**src/hw/uoe_pkg.sv**
```systemverilog
// Package for the OTG event and control slice: offsets, field positions,
// reset values, timing constants and the structs that carry bus and pins.
// Assumes a 125 MHz system clock and a 32-bit byte-addressed register port.
package uoe_pkg;

    // ************************************************************
    // Timing
    // ************************************************************
    localparam int CLK_PERIOD_NS = 8;
    localparam int MS_TIME_NS    = 1_000_000;
    // Longest whole number of cycles that fits in one millisecond.
    localparam int MS_CYCLES     = MS_TIME_NS / CLK_PERIOD_NS;
    localparam int MS_CNT_W      = 17;

    // ************************************************************
    // Register offsets (byte addresses)
    // ************************************************************
    localparam logic [7:0] OFS_EVENT  = 8'h00;
    localparam logic [7:0] OFS_ENABLE = 8'h04;
    localparam logic [7:0] OFS_CTRL   = 8'h08;

    // ************************************************************
    // Event and enable bit positions
    // ************************************************************
    localparam int BIT_ID       = 7;
    localparam int BIT_MS       = 6;
    localparam int BIT_LINE     = 5;
    localparam int BIT_ACT      = 4;
    localparam int BIT_SDROP    = 3;
    localparam int BIT_BSEND    = 2;
    localparam int BIT_AVALID   = 0;
    localparam logic [7:0] EVENT_MASK = 8'hFD;

    // ************************************************************
    // Control bit positions
    // ************************************************************
    localparam int CTL_ON       = 0;
    localparam int CTL_PPRST    = 1;
    localparam int CTL_RESUME   = 2;
    localparam int CTL_HOST     = 3;
    localparam int CTL_TKBUSY   = 5;
    localparam logic [7:0] CTRL_WR_MASK = 8'h0F;

    // ************************************************************
    // Reset values
    // ************************************************************
    localparam logic [7:0]  RST_BYTE = 8'h00;
    localparam logic [31:0] RST_WORD = 32'h0000_0000;

    // Register port request from software.
    typedef struct packed {
        logic [7:0]  addr;
        logic [31:0] wdata;
        logic        wr;
        logic        rd;
    } uoe_bus_type;

    // Cable-side pins and comparator levels, all asynchronous.
    typedef struct packed {
        logic       id;
        logic [1:0] line_state;
        logic       vbus_valid;
        logic       sess_end;
    } uoe_pins_type;

endpackage

```
**src/hw/uoe_sync2.sv**
```systemverilog
// Two-stage synchroniser for a group of asynchronous levels.
// Assumes the inputs are levels that stay put for several clock cycles.
`timescale 1ns/1ns
module uoe_sync2
    import uoe_pkg::*;
#(
    parameter int WIDTH = 5
) (
    input  wire logic             clk_sys_in,
    input  wire logic             rst_n_in,
    input  wire logic [WIDTH-1:0] async_in,
    output logic      [WIDTH-1:0] sync_out
);

    logic [WIDTH-1:0] stage_one;

    // First stage is read only by the second stage.
    always_ff @(posedge clk_sys_in) begin
        if (!rst_n_in) begin
            stage_one <= '0;
            sync_out  <= '0;
        end else begin
            stage_one <= async_in;
            sync_out  <= stage_one;
        end
    end

endmodule

```
**src/hw/uoe_line_stable.sv**
```systemverilog
// Line-state stability watcher: pulses when the line state has held one
// value for a full millisecond and that value differs from the last one
// reported. Assumes a synchronised line state on the system clock.
`timescale 1ns/1ns
module uoe_line_stable
    import uoe_pkg::*;
#(
    parameter int MS_LEN = MS_CYCLES
) (
    input  wire logic       clk_sys_in,
    input  wire logic       rst_n_in,
    input  wire logic [1:0] line_in,
    output logic            change_out
);

    logic [1:0]          line_q;
    logic [1:0]          reported;
    logic [MS_CNT_W-1:0] hold_cnt;
    wire                 moved   = (line_in != line_q);
    wire                 matured = (hold_cnt == MS_CNT_W'(MS_LEN - 1));

    // Count cycles of unchanged line state, report a new stable value once.
    always_ff @(posedge clk_sys_in) begin
        if (!rst_n_in) begin
            line_q     <= 2'h0;
            reported   <= 2'h0;
            hold_cnt   <= '0;
            change_out <= 1'b0;
        end else begin
            line_q     <= line_in;
            change_out <= 1'b0;
            if (moved) begin
                hold_cnt <= '0;
            end else if (!matured) begin
                hold_cnt <= hold_cnt + 1'b1;
            end else if (line_q != reported) begin
                reported   <= line_q;
                change_out <= 1'b1;
            end
        end
    end

endmodule

```
**src/hw/uoe_event_ctrl.sv**
```systemverilog
// OTG event flags, event enables and main control slice of a USB OTG
// controller, with its register port.
// Assumes cable pins arrive asynchronously and are synchronised here, and
// that sleep and token-busy indications come from logic on the same clock.
//
// Our own choices: the address-and-strobe port and the address map.
`timescale 1ns/1ns
module uoe_event_ctrl
    import uoe_pkg::*;
#(
    parameter int MS_LEN = MS_CYCLES
) (
    input  wire logic         clk_sys_in,
    input  wire logic         rst_n_in,
    input  wire uoe_bus_type  bus_in,
    output logic [31:0]       rdata_out,
    input  wire uoe_pins_type pins_in,
    input  wire logic         sleep_in,
    input  wire logic         token_busy_in,
    output logic              irq_out,
    output logic              module_on_out,
    output logic              pp_reset_out,
    output logic              frame_token_out,
    output logic              host_reset_out,
    output logic              resume_drive_out,
    output logic              resume_eop_out
);

    // ************************************************************
    // Pin synchronisation
    // ************************************************************

    logic [4:0] pins_s;
    logic       id_s;
    logic [1:0] line_s;
    logic       vbus_valid_s;
    logic       sess_end_s;

    // Every cable level passes two flip-flops before any logic reads it.
    // Two stages suffice, as cable levels move slowly against the clock.
    uoe_sync2 #(
        .WIDTH (5)
    ) u_sync (
        .clk_sys_in (clk_sys_in),
        .rst_n_in   (rst_n_in),
        .async_in   (pins_in),
        .sync_out   (pins_s)
    );

    // Split the synchronised vector back into named levels.
    assign id_s         = pins_s[4];
    assign line_s       = pins_s[3:2];
    assign vbus_valid_s = pins_s[1];
    assign sess_end_s   = pins_s[0];

    // ************************************************************
    // Previous levels for change detection
    // ************************************************************

    logic       id_q;
    logic [1:0] line_q;
    logic       vbus_valid_q;
    logic       sess_end_q;
    logic [2:0] prime_sr;
    wire        pins_primed = prime_sr[2];

    // Hold last synchronised levels. The synchroniser shows its reset zeros
    // for two cycles after reset, so change detection waits three cycles;
    // a pin already high at reset would otherwise look like a fresh edge.
    always_ff @(posedge clk_sys_in) begin
        if (!rst_n_in) begin
            id_q         <= 1'b0;
            line_q       <= 2'h0;
            vbus_valid_q <= 1'b0;
            sess_end_q   <= 1'b0;
            prime_sr     <= 3'h0;
        end else begin
            id_q         <= id_s;
            line_q       <= line_s;
            vbus_valid_q <= vbus_valid_s;
            sess_end_q   <= sess_end_s;
            prime_sr     <= {prime_sr[1:0], 1'b1};
        end
    end

    // ************************************************************
    // Millisecond timer
    // ************************************************************

    logic [MS_CNT_W-1:0] ms_cnt;
    wire                 ms_tick = (ms_cnt == MS_CNT_W'(MS_LEN - 1));

    // Free-running divider that marks each millisecond with one pulse.
    // It never stops, so frame tokens keep one grid across mode changes.
    always_ff @(posedge clk_sys_in) begin
        if (!rst_n_in) begin
            ms_cnt <= '0;
        end else if (ms_tick) begin
            ms_cnt <= '0;
        end else begin
            ms_cnt <= ms_cnt + 1'b1;
        end
    end

    // ************************************************************
    // Line-state stability
    // ************************************************************

    logic line_event;

    // The watcher keeps its own history, apart from the wake detector.
    // line stable watch
    uoe_line_stable #(
        .MS_LEN (MS_LEN)
    ) u_line (
        .clk_sys_in (clk_sys_in),
        .rst_n_in   (rst_n_in),
        .line_in    (line_s),
        .change_out (line_event)
    );

    // ************************************************************
    // Event sources
    // ************************************************************

    logic [7:0] ev_set;
    wire        id_moved   = pins_primed & (id_s ^ id_q);
    wire        line_moved = pins_primed & (line_s != line_q);
    wire        vb_moved   = pins_primed & (vbus_valid_s ^ vbus_valid_q);
    wire        se_moved   = pins_primed & (sess_end_s ^ sess_end_q);
    wire        se_rise    = se_moved & sess_end_s;
    wire        any_moved  = id_moved | line_moved | vb_moved | se_moved;

    // Gather the one-cycle set requests at their flag positions.
    // A rising session end level means the supply fell below that level.
    // Any synchronised pin change counts as wake activity while asleep.
    always_comb begin
        ev_set = 8'h00;
        ev_set[BIT_ID] = id_moved;
        ev_set[BIT_MS] = ms_tick;
        ev_set[BIT_LINE] = line_event;
        ev_set[BIT_ACT] = sleep_in & any_moved;
        ev_set[BIT_SDROP] = se_rise;
        ev_set[BIT_BSEND] = se_moved;
        ev_set[BIT_AVALID] = vb_moved;
    end

    // ************************************************************
    // Register decode
    // ************************************************************

    logic [7:0] ev_flags;
    logic [7:0] ev_enables;
    logic [7:0] ctrl;

    // Exact offset match, shared by the write strobes and the read mux.
    function automatic logic reg_hit(input logic [7:0] addr, input logic [7:0] ofs);
        return (addr == ofs);
    endfunction

    // Other offsets are ignored on write and read back as zero.
    wire hit_event  = reg_hit(bus_in.addr, OFS_EVENT);
    wire hit_enable = reg_hit(bus_in.addr, OFS_ENABLE);
    wire hit_ctrl   = reg_hit(bus_in.addr, OFS_CTRL);
    wire wr_event   = bus_in.wr & hit_event;
    wire wr_enable  = bus_in.wr & hit_enable;
    wire wr_ctrl    = bus_in.wr & hit_ctrl;

    // ************************************************************
    // Event flags
    // ************************************************************

    logic [7:0] flag_clear;
    logic [7:0] next_flags;

    assign flag_clear = wr_event ? (bus_in.wdata[7:0] & EVENT_MASK) : 8'h00;

    // Per-bit sticky flags; a set in the clear cycle wins.
    // Bit 1 is masked off, so it can never be set or read as one.
    generate
        for (genvar i = 0; i < 8; i++) begin : g_flag
            assign next_flags[i] = EVENT_MASK[i] &
                                   (ev_set[i] | (ev_flags[i] & ~flag_clear[i]));
        end
    endgenerate

    // Flag register, all zero after reset.
    // Reads have no side effect; only a written one clears a flag.
    always_ff @(posedge clk_sys_in) begin
        if (!rst_n_in) begin
            ev_flags <= RST_BYTE;
        end else begin
            ev_flags <= next_flags;
        end
    end

    // ************************************************************
    // Event enables
    // ************************************************************

    // Unused positions are masked so that they always read as zero.
    // enable bits
    always_ff @(posedge clk_sys_in) begin
        if (!rst_n_in) begin
            ev_enables <= RST_BYTE;
        end else if (wr_enable) begin
            ev_enables <= bus_in.wdata[7:0] & EVENT_MASK;
        end
    end

    // The request is a level that drops when software clears or masks it.
    // masked interrupt
    assign irq_out = |(ev_flags & ev_enables);

    // ************************************************************
    // Main control
    // ************************************************************

    logic [7:0] next_ctrl;
    wire        host_mode = ctrl[CTL_HOST];

    // Only the writable control bits take new values.
    // Bit 5 is dropped on write; it only mirrors the token engine.
    assign next_ctrl = wr_ctrl ? (bus_in.wdata[7:0] & CTRL_WR_MASK) : ctrl;

    // Control register, all zero after reset.
    // A write takes effect at the edge that samples its strobe.
    always_ff @(posedge clk_sys_in) begin
        if (!rst_n_in) begin
            ctrl <= RST_BYTE;
        end else begin
            ctrl <= next_ctrl;
        end
    end

    // In host mode bit 0 serves as the frame token enable instead.
    // device mode enable
    assign module_on_out = ctrl[CTL_ON] & ~host_mode;

    // A level: the pointer logic outside stays on the even bank while high.
    // pointers to even
    assign pp_reset_out = ctrl[CTL_PPRST];

    // Resume stays driven as long as software holds the bit.
    // Its length is up to software; the block only mirrors the bit.
    assign resume_drive_out = ctrl[CTL_RESUME];

    // ************************************************************
    // Host-side sequencing
    // ************************************************************

    // Both edges compare the current bit with the value about to be written.
    logic frame_q;
    logic host_rst_q;
    logic eop_q;
    wire  host_flip = host_mode ^ next_ctrl[CTL_HOST];
    wire  resume_off = ctrl[CTL_RESUME] & ~next_ctrl[CTL_RESUME];

    // Registered one-cycle pulses towards the host engine.
    // A host mode flip either way resets the host engine for one cycle.
    always_ff @(posedge clk_sys_in) begin
        if (!rst_n_in) begin
            frame_q    <= 1'b0;
            host_rst_q <= 1'b0;
            eop_q      <= 1'b0;
        end else begin
            frame_q    <= host_mode & ctrl[CTL_ON] & ms_tick;
            host_rst_q <= host_flip;
            eop_q      <= host_mode & resume_off;
        end
    end

    assign frame_token_out = frame_q;
    assign host_reset_out  = host_rst_q;
    assign resume_eop_out  = eop_q;

    // ************************************************************
    // Read path
    // ************************************************************

    logic [31:0] read_word;
    logic [31:0] rdata_q;
    logic [7:0]  ctrl_view;

    // Software polls bit 5 before it hands over another token.
    // token busy view
    always_comb begin
        ctrl_view = ctrl;
        ctrl_view[CTL_TKBUSY] = token_busy_in;
    end

    // Unmapped offsets fall through to a zero word.
    // upper bits zero
    assign read_word = hit_event  ? {24'h00_0000, ev_flags & EVENT_MASK} :
                       hit_enable ? {24'h00_0000, ev_enables & EVENT_MASK} :
                       hit_ctrl   ? {24'h00_0000, ctrl_view} :
                                    RST_WORD;

    // Read data stand in the cycle after the strobe and only there.
    // Falling back to zero keeps a stale word from passing as a read.
    always_ff @(posedge clk_sys_in) begin
        if (!rst_n_in) begin
            rdata_q <= RST_WORD;
        end else if (bus_in.rd) begin
            rdata_q <= read_word;
        end else begin
            rdata_q <= RST_WORD;
        end
    end

    assign rdata_out = rdata_q;

endmodule

```
**config.mk**
```make
export PLATFORM = sky130hd
export DESIGN_NAME = uoe_event_ctrl
export DESIGN_NICKNAME = d
export VERILOG_FILES = /design/src/hw/uoe_pkg.sv /design/src/hw/uoe_sync2.sv /design/src/hw/uoe_line_stable.sv /design/src/hw/uoe_event_ctrl.sv
export SDC_FILE = /design/constraint.sdc
export NUM_CORES = 1
export LEC_CHECK = 0
export ABC_AREA = 1
export BUFFER_PORTS_ARGS = -buffer_cell sky130_fd_sc_hd__clkbuf_2
export CAP_MARGIN = 5
export CELL_PAD_IN_SITES_DETAIL_PLACEMENT = 0
export CELL_PAD_IN_SITES_GLOBAL_PLACEMENT = 2
export CORE_MARGIN = 3
export CORE_UTILIZATION = 32
export DETAILED_ROUTE_END_ITERATION = 8
export PLACE_DENSITY = 0.88
export SYNTH_ARGS = -nofsm -noshare
export SYNTH_HDL_FRONTEND = slang
export SYNTH_SLANG_ARGS = --single-unit
```
**constraint.sdc**
```tcl
create_clock -name clk_sys_in -period 3 [get_ports clk_sys_in]
set_input_delay 0.6 -clock clk_sys_in [delete_from_list [all_inputs] [get_ports clk_sys_in]]
set_output_delay 0.6 -clock clk_sys_in [all_outputs]
set_load 0.05 [all_outputs]
```
==> flow_metrics.env, run 1 <==
export IMPL_wl_met3_um=375
export IMPL_fmax_mhz=494
export IMPL_place_congestion=0.799
export IMPL_yosys_top_cells_area="dfxtp_1 43%, nand2_1 11%, inv_1 6.4%"
export IMPL_met2_wirelength_um=3360
export IMPL_layout_commonest_cell="nand2_1"
export IMPL_first_pass_iters=4
export IMPL_finalCritPeriodShare=0.675
export IMPL_final_cell_mix="113 x nand2_1, 84 x dfxtp_1, 66 x inv_1, 48 x a21oi_1, 42 x nand3_1"
export IMPL_clkSinkCount=84
export IMPL_antenna_found_initial=0
export IMPL_fp_dieW_um=116
export IMPL_grt_pass1_vias=2954
export IMPL_whs_endpoint="prime_sr[1]"
export IMPL_finalClockSkew_ps=5.99
export IMPL_critPathCaptureType="output port"
export IMPL_synth_area_um2=3900
export IMPL_num_antenna_cells=0
export IMPL_cp_data_required_time_ps=2400
export IMPL_wirelength_um=8030
export IMPL_critPathLaunchType="register"
export IMPL_syn_instance_count=523
export IMPL_slew_violations=0
export IMPL_rr_startpoint="u_line.hold_cnt[0]"
export IMPL_dp_hpwl_um=5960
export IMPL_coreArea_um2=11700
export IMPL_row_count=39
export IMPL_final_setup_worst_slack_ps=976
export IMPL_insertion_delay_ps=340
export IMPL_syn_avg_cell_area_um2=7.45
export IMPL_clockBufferDepth=2
export IMPL_whs_path_depth=2
export IMPL_h_tree_depth=3
export IMPL_r2r_end="u_line.hold_cnt[12]"
export IMPL_yosysSeqAreaShare=0.431
export IMPL_via_per_inst=4.50
export IMPL_post_route_min_period_ps=2020
export IMPL_setup_violations=0
export IMPL_ctsHoldBuffers=0
export IMPL_hold_viol=0
export IMPL_synth_seq_cells=84
export IMPL_reg2reg_slack_ps=1400
export IMPL_drc=0
export IMPL_reg2reg_depth=8
export IMPL_ys_flop_type="dfxtp_1"
export IMPL_rsz0062_at_grt="no"
export IMPL_topRoutingLayerUsed="met4"
export IMPL_place_port_buffers=41
export IMPL_finalPower_mw=2.30
export IMPL_ios=90
export IMPL_start_util=0.334
export IMPL_drive_gt1_frac=0.174
export IMPL_critPathKind="reg -> out"
export IMPL_drtAntennaViolNets=0
export IMPL_place_worst_setup_slack_ps=1120
export IMPL_synth_top_area_cell="dfxtp_1"
export IMPL_cts_tree="yes"
export IMPL_fin_nets=618
export IMPL_first_iter_violations=144
export IMPL_die_h_um=116
export IMPL_outcome="finished, final reports clean"
export IMPL_synth_async_reset_ratio=0
export IMPL_yosysWarnings=0
export IMPL_numCtsBuffers=9
export IMPL_cellLeakagePower_nw=1.77
export IMPL_clk_pin_slew_ps=60
export IMPL_hold_ws_ps=407
export IMPL_grt_max_degree=26
export IMPL_routedWlPerCell_um=11.3
export IMPL_drv_cap=0
export IMPL_cts_root_buf="clkbuf_16"
export IMPL_grt_overflow=0
export IMPL_critPathMaxFanout=3
export IMPL_final_area_um2=4410
export IMPL_area_growth_pct=13.1
export IMPL_vias=3207
export IMPL_cts_resized=0
export IMPL_vdd_drop_max_v=0.000202
export IMPL_wl_met1_um=4120
export IMPL_synth_top_area_frac=0.431
export IMPL_grt_usage=0.124
export IMPL_ys_types=35
export IMPL_synth_enable_flop_cells=0
export IMPL_cts_setup_buffers=0
export IMPL_arrival_ps=1420
export IMPL_grt_pass1_wl_um=13200
export IMPL_place_area_um2=4150
export IMPL_finalSetupTns_ps=0
export IMPL_die_area_um2=13500
export IMPL_min_from="prime_sr[0]"
export IMPL_hp_class="reg -> reg"
export IMPL_p_per_area_nw_per_um2=522
## report_power, final
part / internal (mW) / total [mW] / switching (mW) / leakage, nW
registers: 1.13 / 1.15 / 0.0120 / 0.681
logic: 0.0349 / 0.162 / 0.127 / 0.963
clock network: 0.560 / 0.992 / 0.433 / 0.127
total: 1.73 / 2.30 / 0.572 / 1.77
## registers in the layout, summed over array words and instances (netlist names), 2 cells and up
signal            flops
u_line.reported       2
ms_cnt               17
prime_sr              3
ctrl                  4
u_sync.sync_out       5
u_line.hold_cnt      17
ev_enables            7
u_sync.stage_one      5
ev_flags              7
u_line.line_q         2
rdata_out             8
## layer usage
layer | vias up | global-route usage
met4 | 0 | 0.0681
met3 | 11 | 0.0306
met1 | 1433 | 0.164
met2 | 66 | 0.183
li1 | 1697 | -
met5 | - | 0
## final cells by class
class | count | area, um2
fill | 1243 | 7250
multi-input combinational | 355 | 1800
sequential | 84 | 1680
inverter | 72 | 270
clock buffer | 12 | 236
timing repair buffer | 43 | 220
tap | 143 | 179
clock inverter | 4 | 26.3
## synth_stat cells (all sizes together), types with 4 or more instances
library cell,number
nand2,121
nor2,56
nor3,7
nand3,45
o31ai,4
clkbuf,4
nand4,10
xor2,10
a21oi,49
buf,31
dfxtp,84
o21ai,15
inv,72
## metrics by stage
stage / std cells / utilization
floorplan: 546 / -
global placement: 697 / 0.356
detailed placement: 697 / 0.356
CTS: 713 / 0.378
global route: 713 / 0.378
finish: 713 / 0.378
## how the worst max path moves through the flow
stage           startpoint       endpoint
2_1_floorplan  ev_flags[4]        irq_out
3_3_place_gp    bus_in[41]  ev_enables[5]
3_5_place_dp    bus_in[39]  ev_enables[7]
4_1_cts        ev_flags[4]        irq_out
5_1_grt        ev_flags[7]        irq_out
6_report       ev_flags[4]        irq_out
## cell families (layout without fill, tap and decap cells)
logic type,count (synthesis),in the layout,synth area share
AOI/OAI and AO/OA,71,71,0.0970
xor gates and xnor gates,13,13,0.0292
adders and majority gates,2,2,0.00642
buffers and inverters,107,131,0.130
DFF,84,84,0.431
other,1,24,0.000962
and+or+nand+nor,245,245,0.305
## worst max-delay path, cell delays in order (launching register included)
cell and delay (ps):
dfxtp_1 330, nand2_1 70, nand2_1 60, a221oi_1 210, nand4_1 150, clkbuf_2 270
Power figures use the tool's default switching activity.
==> run 2: changes to the inputs <==
--- a/config.mk
+++ b/config.mk
@@ -5,7 +5,7 @@
 export SDC_FILE = /design/constraint.sdc
 export NUM_CORES = 1
 export LEC_CHECK = 0
-export ABC_AREA = 1
+export ABC_AREA = 0
 export BUFFER_PORTS_ARGS = -buffer_cell sky130_fd_sc_hd__clkbuf_2
 export CAP_MARGIN = 5
 export CELL_PAD_IN_SITES_DETAIL_PLACEMENT = 0
@@ -13,7 +13,7 @@
 export CORE_MARGIN = 3
 export CORE_UTILIZATION = 32
 export DETAILED_ROUTE_END_ITERATION = 8
-export PLACE_DENSITY = 0.88
+export PLACE_DENSITY = 0.83
 export SYNTH_ARGS = -nofsm -noshare
 export SYNTH_HDL_FRONTEND = slang
 export SYNTH_SLANG_ARGS = --single-unit
==> constraint.sdc (replaced) <==
create_clock -name clk_sys_in -period 2.1 [get_ports clk_sys_in]
set_input_delay 0.42 -clock clk_sys_in [delete_from_list [all_inputs] [get_ports clk_sys_in]]
set_output_delay 0.42 -clock clk_sys_in [all_outputs]
set_load 0.05 [all_outputs]
==> flow_metrics.env, run 2 <==
export IMPL_outcome="finished, final reports clean"
export IMPL_ys_flop_type="dfxtp_1"
export IMPL_p_seq_frac=0.486
export IMPL_num_antenna_cells=0
export IMPL_combPwrFrac=0.069
export IMPL_fill_cells=1129
export IMPL_finalCritPeriodShare=0.886
export IMPL_clkSinkCount=84
export IMPL_fin_nets=488
export IMPL_vias=2642
export IMPL_die_h_um=112
export IMPL_clockBufferDepth=2
export IMPL_clockPowerShare=0.445
export IMPL_syn_avg_cell_area_um2=9.44
export IMPL_slew_violations=0
export IMPL_grtUsageMet2=0.178
export IMPL_finalSetupTns_ps=0
export IMPL_antenna_found_initial=0
export IMPL_yosys_top_cells_area="dfxtp_1 46%, xnor2_1 5.6%, nor2_1 5.2%"
export IMPL_swShare=0.234
export IMPL_place_port_buffers=41
export IMPL_drc=0
export IMPL_final_cell_mix="84 x dfxtp_1, 50 x nor2_1, 41 x clkbuf_2, 24 x conb_1, 23 x xnor2_1"
export IMPL_hp_class="in -> reg"
export IMPL_wirelength_um=7220
export IMPL_critPathLaunchType="register"
export IMPL_drive_gt1_frac=0.178
export IMPL_cellLeakagePower_nw=1.62
export IMPL_yosysWarnings=0
export IMPL_post_route_min_period_ps=1860
export IMPL_die_area_um2=12600
export IMPL_cp_data_required_time_ps=2360
export IMPL_hold_ws_ps=298
export IMPL_grt_usage=0.119
export IMPL_cts_root_buf="clkbuf_16"
export IMPL_coreArea_um2=10900
export IMPL_ios=90
export IMPL_area_growth_pct=17.1
export IMPL_met1_usage=0.164
export IMPL_critPathCaptureType="register"
export IMPL_cts_setup_buffers=0
export IMPL_syn_instance_count=384
export IMPL_first_iter_violations=138
export IMPL_p_per_area_nw_per_um2=794
export IMPL_ctsHoldBuffers=0
export IMPL_synth_seq_cells=84
export IMPL_grt_pass1_vias=2493
export IMPL_routedWlPerCell_um=12.5
export IMPL_finalClockSkew_ps=7.89
export IMPL_rsz0062_at_grt="no"
export IMPL_cts_resized=0
export IMPL_tightestPinTransition_ps=552
export IMPL_fmax_mhz=537
export IMPL_row_count=38
export IMPL_arrival_ps=2120
export IMPL_fp_dieW_um=112
export IMPL_synth_top_area_cell="dfxtp_1"
export IMPL_final_area_um2=4240
export IMPL_vdd_drop_max_v=0.000310
export IMPL_p_sw_mw=0.788
export IMPL_grt_busiest_layer="met2"
export IMPL_first_pass_iters=4
export IMPL_start_util=0.331
export IMPL_drv_cap=0
export IMPL_place_congestion=0.761
export IMPL_grt_pass1_wl_um=12200
export IMPL_yosysSeqAreaShare=0.464
export IMPL_synth_enable_flop_cells=0
export IMPL_synth_most_common_cell="dfxtp_1"
export IMPL_drtAntennaViolNets=0
export IMPL_via_per_inst=4.57
export IMPL_ys_types=48
export IMPL_internal_power_mw=2.58
export IMPL_slew_headroom=0.629
export IMPL_cts_tree="yes"
export IMPL_hold_viol=0
export IMPL_synth_common_cells="84 x dfxtp_1, 50 x nor2_1, 24 x buf_4"
export IMPL_grt_max_degree=17
export IMPL_synth_area_um2=3620
export IMPL_synth_top_area_frac=0.464
export IMPL_clk_pin_slew_ps=60
export IMPL_setup_violations=0
export IMPL_numCtsBuffers=9
export IMPL_dp_hpwl_um=5370
export IMPL_insertion_delay_ps=330
export IMPL_grt_overflow=0
export IMPL_layout_commonest_cell="dfxtp_1"
export IMPL_grt_use_met3=0.0296
export IMPL_h_tree_depth=3
export IMPL_place_area_um2=3960
export IMPL_critPathKind="reg -> reg"
export IMPL_critPathMaxFanout=5
export IMPL_synth_async_reset_ratio=0
[run 2: cell type report]
type                            count  area, um2  share of cell area
Multi-Input combinational cell    277       1760               0.414
Tap cell                          140        175              0.0413
Clock buffer                        9        225              0.0531
Inverter                            9       33.8             0.00796
Clock inverter                      5       55.1              0.0130
Timing Repair Buffer               54        315              0.0743
Sequential cell                    84       1680               0.396
[run 2: kinds of logic (layout without fill, tap and decap cells)]
| kind of cell | after synthesis | count (layout) | synth area share |
|---|---|---|---|
| flip-flops | 84 | 84 | 0.464 |
| XOR/XNOR | 34 | 34 | 0.0822 |
| buffers and inverters | 46 | 77 | 0.0749 |
| AND/OR/NAND/NOR | 169 | 169 | 0.259 |
| multiplexers | 18 | 18 | 0.0501 |
| other | 1 | 24 | 0.00103 |
| adder cells (fa/ha/maj) | 2 | 2 | 0.00690 |
| AO/OA/AOI/OAI | 30 | 30 | 0.0621 |
[run 2: critical path, cell delays in order, from the launching register on]
cell	delay [ps]
dfxtp_1	370
ha_1	240
nand2_1	90
or3_1	410
or4b_1	530
a21oi_1	160
[run 2: power by group through the flow]
| stage | registers [mW] | logic (mW) | clock network, mW |
|---|---|---|---|
| 2_1_floorplan | 1.67 | 0.211 | 0 |
| 3_3_place_gp | 1.67 | 0.232 | 0 |
| 3_5_place_dp | 1.67 | 0.234 | 0 |
| 4_1_cts | 1.64 | 0.235 | 1.54 |
| 5_1_grt | 1.64 | 0.256 | 1.60 |
| 6_report | 1.64 | 0.233 | 1.50 |
[run 2: through the flow]
stage | setup WS, ps | utilization | total power [mW] | std cells
floorplan | 152 | - | 1.88 | 407
global placement | 108 | 0.362 | 1.90 | 564
detailed placement | 62.0 | 0.362 | 1.91 | 564
CTS | 219 | 0.388 | 3.41 | 578
global route | 132 | 0.388 | 3.50 | 578
finish | 238 | 0.388 | 3.37 | 578
[run 2: path summary, 6_finish.rpt]
| check | startpoint | end | slack [ps] | depth (start not counted) |
|---|---|---|---|---|
| min reg2reg | u_sync.stage_one[2] | u_sync.sync_out[2] | 430 | 1 |
| max | ms_cnt[0] | ms_cnt[16] | 240 | 5 |
| min | pins_in[1] | u_sync.stage_one[1] | 300 | 2 |
| max reg2reg | ms_cnt[0] | ms_cnt[16] | 240 | 5 |
[run 2: per-layer routing]
layer / wire length (um) / vias to the layer above
li1: - / 1394
met3: 351 / 10
met2: 3040 / 58
met4: 125 / 0
met5: 0 / -
met1: 3700 / 1180
==> run 3: changes to the inputs <==
--- a/config.mk
+++ b/config.mk
@@ -5,14 +5,15 @@
 export SDC_FILE = /design/constraint.sdc
 export NUM_CORES = 1
 export LEC_CHECK = 0
-export ABC_AREA = 0
+export ABC_AREA = 1
 export BUFFER_PORTS_ARGS = -buffer_cell sky130_fd_sc_hd__clkbuf_2
 export CAP_MARGIN = 5
 export CELL_PAD_IN_SITES_DETAIL_PLACEMENT = 0
 export CELL_PAD_IN_SITES_GLOBAL_PLACEMENT = 2
 export CORE_MARGIN = 3
-export CORE_UTILIZATION = 32
+export CORE_UTILIZATION = 30
 export DETAILED_ROUTE_END_ITERATION = 8
+export MAX_ROUTING_LAYER = met4
 export PLACE_DENSITY = 0.83
 export SYNTH_ARGS = -nofsm -noshare
 export SYNTH_HDL_FRONTEND = slang
==> flow_metrics.env, run 3 (same netlist as run 1, synthesis figures left out) <==
export IMPL_post_route_min_period_ps=1830
export IMPL_drv_cap=0
export IMPL_cp_data_required_time_ps=1680
export IMPL_clkSinkCount=84
export IMPL_area_growth_pct=14.7
export IMPL_arrival_ps=1410
export IMPL_setup_violations=0
export IMPL_fp_dieW_um=120
export IMPL_hp_class="in -> reg"
export IMPL_critPathLaunchType="register"
export IMPL_outcome="finished, final reports clean"
export IMPL_crit_path_start="ev_flags[7]"
export IMPL_finalCritPeriodShare=0.872
export IMPL_r2r_end="u_line.hold_cnt[10]"
export IMPL_clk_pin_slew_ps=60
export IMPL_cts_setup_buffers=0
export IMPL_row_count=41
export IMPL_grt_usage=0.120
export IMPL_grt_overflow=0
export IMPL_drtAntennaViolNets=0
export IMPL_final_area_um2=4470
export IMPL_place_area_um2=4190
export IMPL_first_pass_iters=4
export IMPL_die_area_um2=14400
export IMPL_start_util=0.308
export IMPL_cts_root_buf="clkbuf_16"
export IMPL_wirelength_um=7920
export IMPL_dp_hpwl_um=5910
export IMPL_reg2reg_depth=8
export IMPL_slew_violations=0
export IMPL_place_port_buffers=41
export IMPL_rsz0062_at_grt="no"
export IMPL_fill_cells=1390
export IMPL_hold_viol=0
export IMPL_grt_pass1_wl_um=13600
export IMPL_critPathCapture="irq_out"
export IMPL_layout_commonest_cell="nand2_1"
export IMPL_antenna_found_initial=1
export IMPL_critPathCaptureType="output port"
export IMPL_via_per_inst=4.26
export IMPL_routedWlPerCell_um=10.6
export IMPL_vdd_drop_max_v=0.000437
export IMPL_rr_startpoint="u_line.hold_cnt[0]"
export IMPL_fmax_mhz=546
export IMPL_cts_resized=0
export IMPL_place_congestion=0.792
export IMPL_grt_pass1_vias=3008
export IMPL_first_iter_violations=139
export IMPL_finalSetupTns_ps=0
export IMPL_cts_tree="yes"
export IMPL_p_per_area_nw_per_um2=746
export IMPL_numCtsBuffers=9
export IMPL_drc=0
export IMPL_finalClockSkew_ps=5.66
export IMPL_final_cell_mix="113 x nand2_1, 84 x dfxtp_1, 66 x inv_1, 48 x a21oi_1, 42 x nand3_1"
export IMPL_ios=90
export IMPL_critPathMaxFanout=3
export IMPL_fin_nets=619
export IMPL_coreArea_um2=12700
export IMPL_drive_gt1_frac=0.180
export IMPL_cellLeakagePower_nw=1.78
export IMPL_vias=3172
export IMPL_ctsHoldBuffers=0
export IMPL_clockBufferDepth=2
export IMPL_insertion_delay_ps=340
export IMPL_h_tree_depth=3
export IMPL_die_h_um=120
export IMPL_reg2reg_slack_ps=540
export IMPL_critPathKind="reg -> out"
export IMPL_grt_max_degree=21
==> run 3: worst min-delay path by stage <==
stage | endpoint | depth (start not counted) | slack, ps | from
6_report | u_sync.stage_one[3] | 3 | 270 | pins_in[3]
4_1_cts | u_sync.stage_one[4] | 3 | 250 | pins_in[4]
3_3_place_gp | u_sync.sync_out[3] | 2 | 390 | u_sync.stage_one[3]
5_1_grt | u_sync.stage_one[3] | 3 | 280 | pins_in[3]
3_5_place_dp | prime_sr[1] | 2 | 400 | prime_sr[0]
2_1_floorplan | prime_sr[1] | 2 | 390 | prime_sr[0]
==> run 3: power breakdown <==
group	total (mW)	switching, mW	leakage, nW	internal (mW)
combinational	0.231	0.181	0.968	0.0498
sequential	1.64	0.0171	0.681	1.62
clock	1.47	0.641	0.127	0.828
total	3.34	0.839	1.78	2.50
==> run 3: critical path: stages, from the launching register on <==
cell and delay [ps]:
dfxtp_1 330, nand2_1 70, nand2_1 50, a221oi_1 200, nand4_1 150, clkbuf_2 270
==> run 3: cell type report <==
type,instances,area (um2),share of cell area
flip-flops and latches,84,1680,0.376
well taps,172,215,0.0481
repair buffers,44,228,0.0509
inverters,72,270,0.0604
clock inverters,6,40.0,0.00895
diodes,1,2.50,0.000560
clock buffers,10,239,0.0534
multi-input cells,355,1800,0.402
==> run 3: per-stage QoR <==
| stage | std cells | worst slack, ps | hold WS [ps] | util | power [mW] |
|---|---|---|---|---|---|
| 3_5_place_dp | 727 | 495 | 396 | 0.331 | 1.90 |
| 6_report | 744 | 269 | 265 | 0.353 | 3.34 |
| 2_1_floorplan | 546 | 579 | 390 | - | 1.88 |
| 4_1_cts | 743 | 212 | 252 | 0.353 | 3.40 |
| 3_3_place_gp | 727 | 512 | 395 | 0.331 | 1.90 |
| 5_1_grt | 744 | 165 | 279 | 0.353 | 3.50 |
==> run 3: routing by layer <==
layer / vias up / wire (um) / global-route usage
met1: 1404 / 4050 / 0.158
li1: 1700 / - / -
met2: 59 / 3330 / 0.174
met5: - / 0 / -
met4: 0 / 82 / 0.0322
met3: 9 / 464 / 0.0443
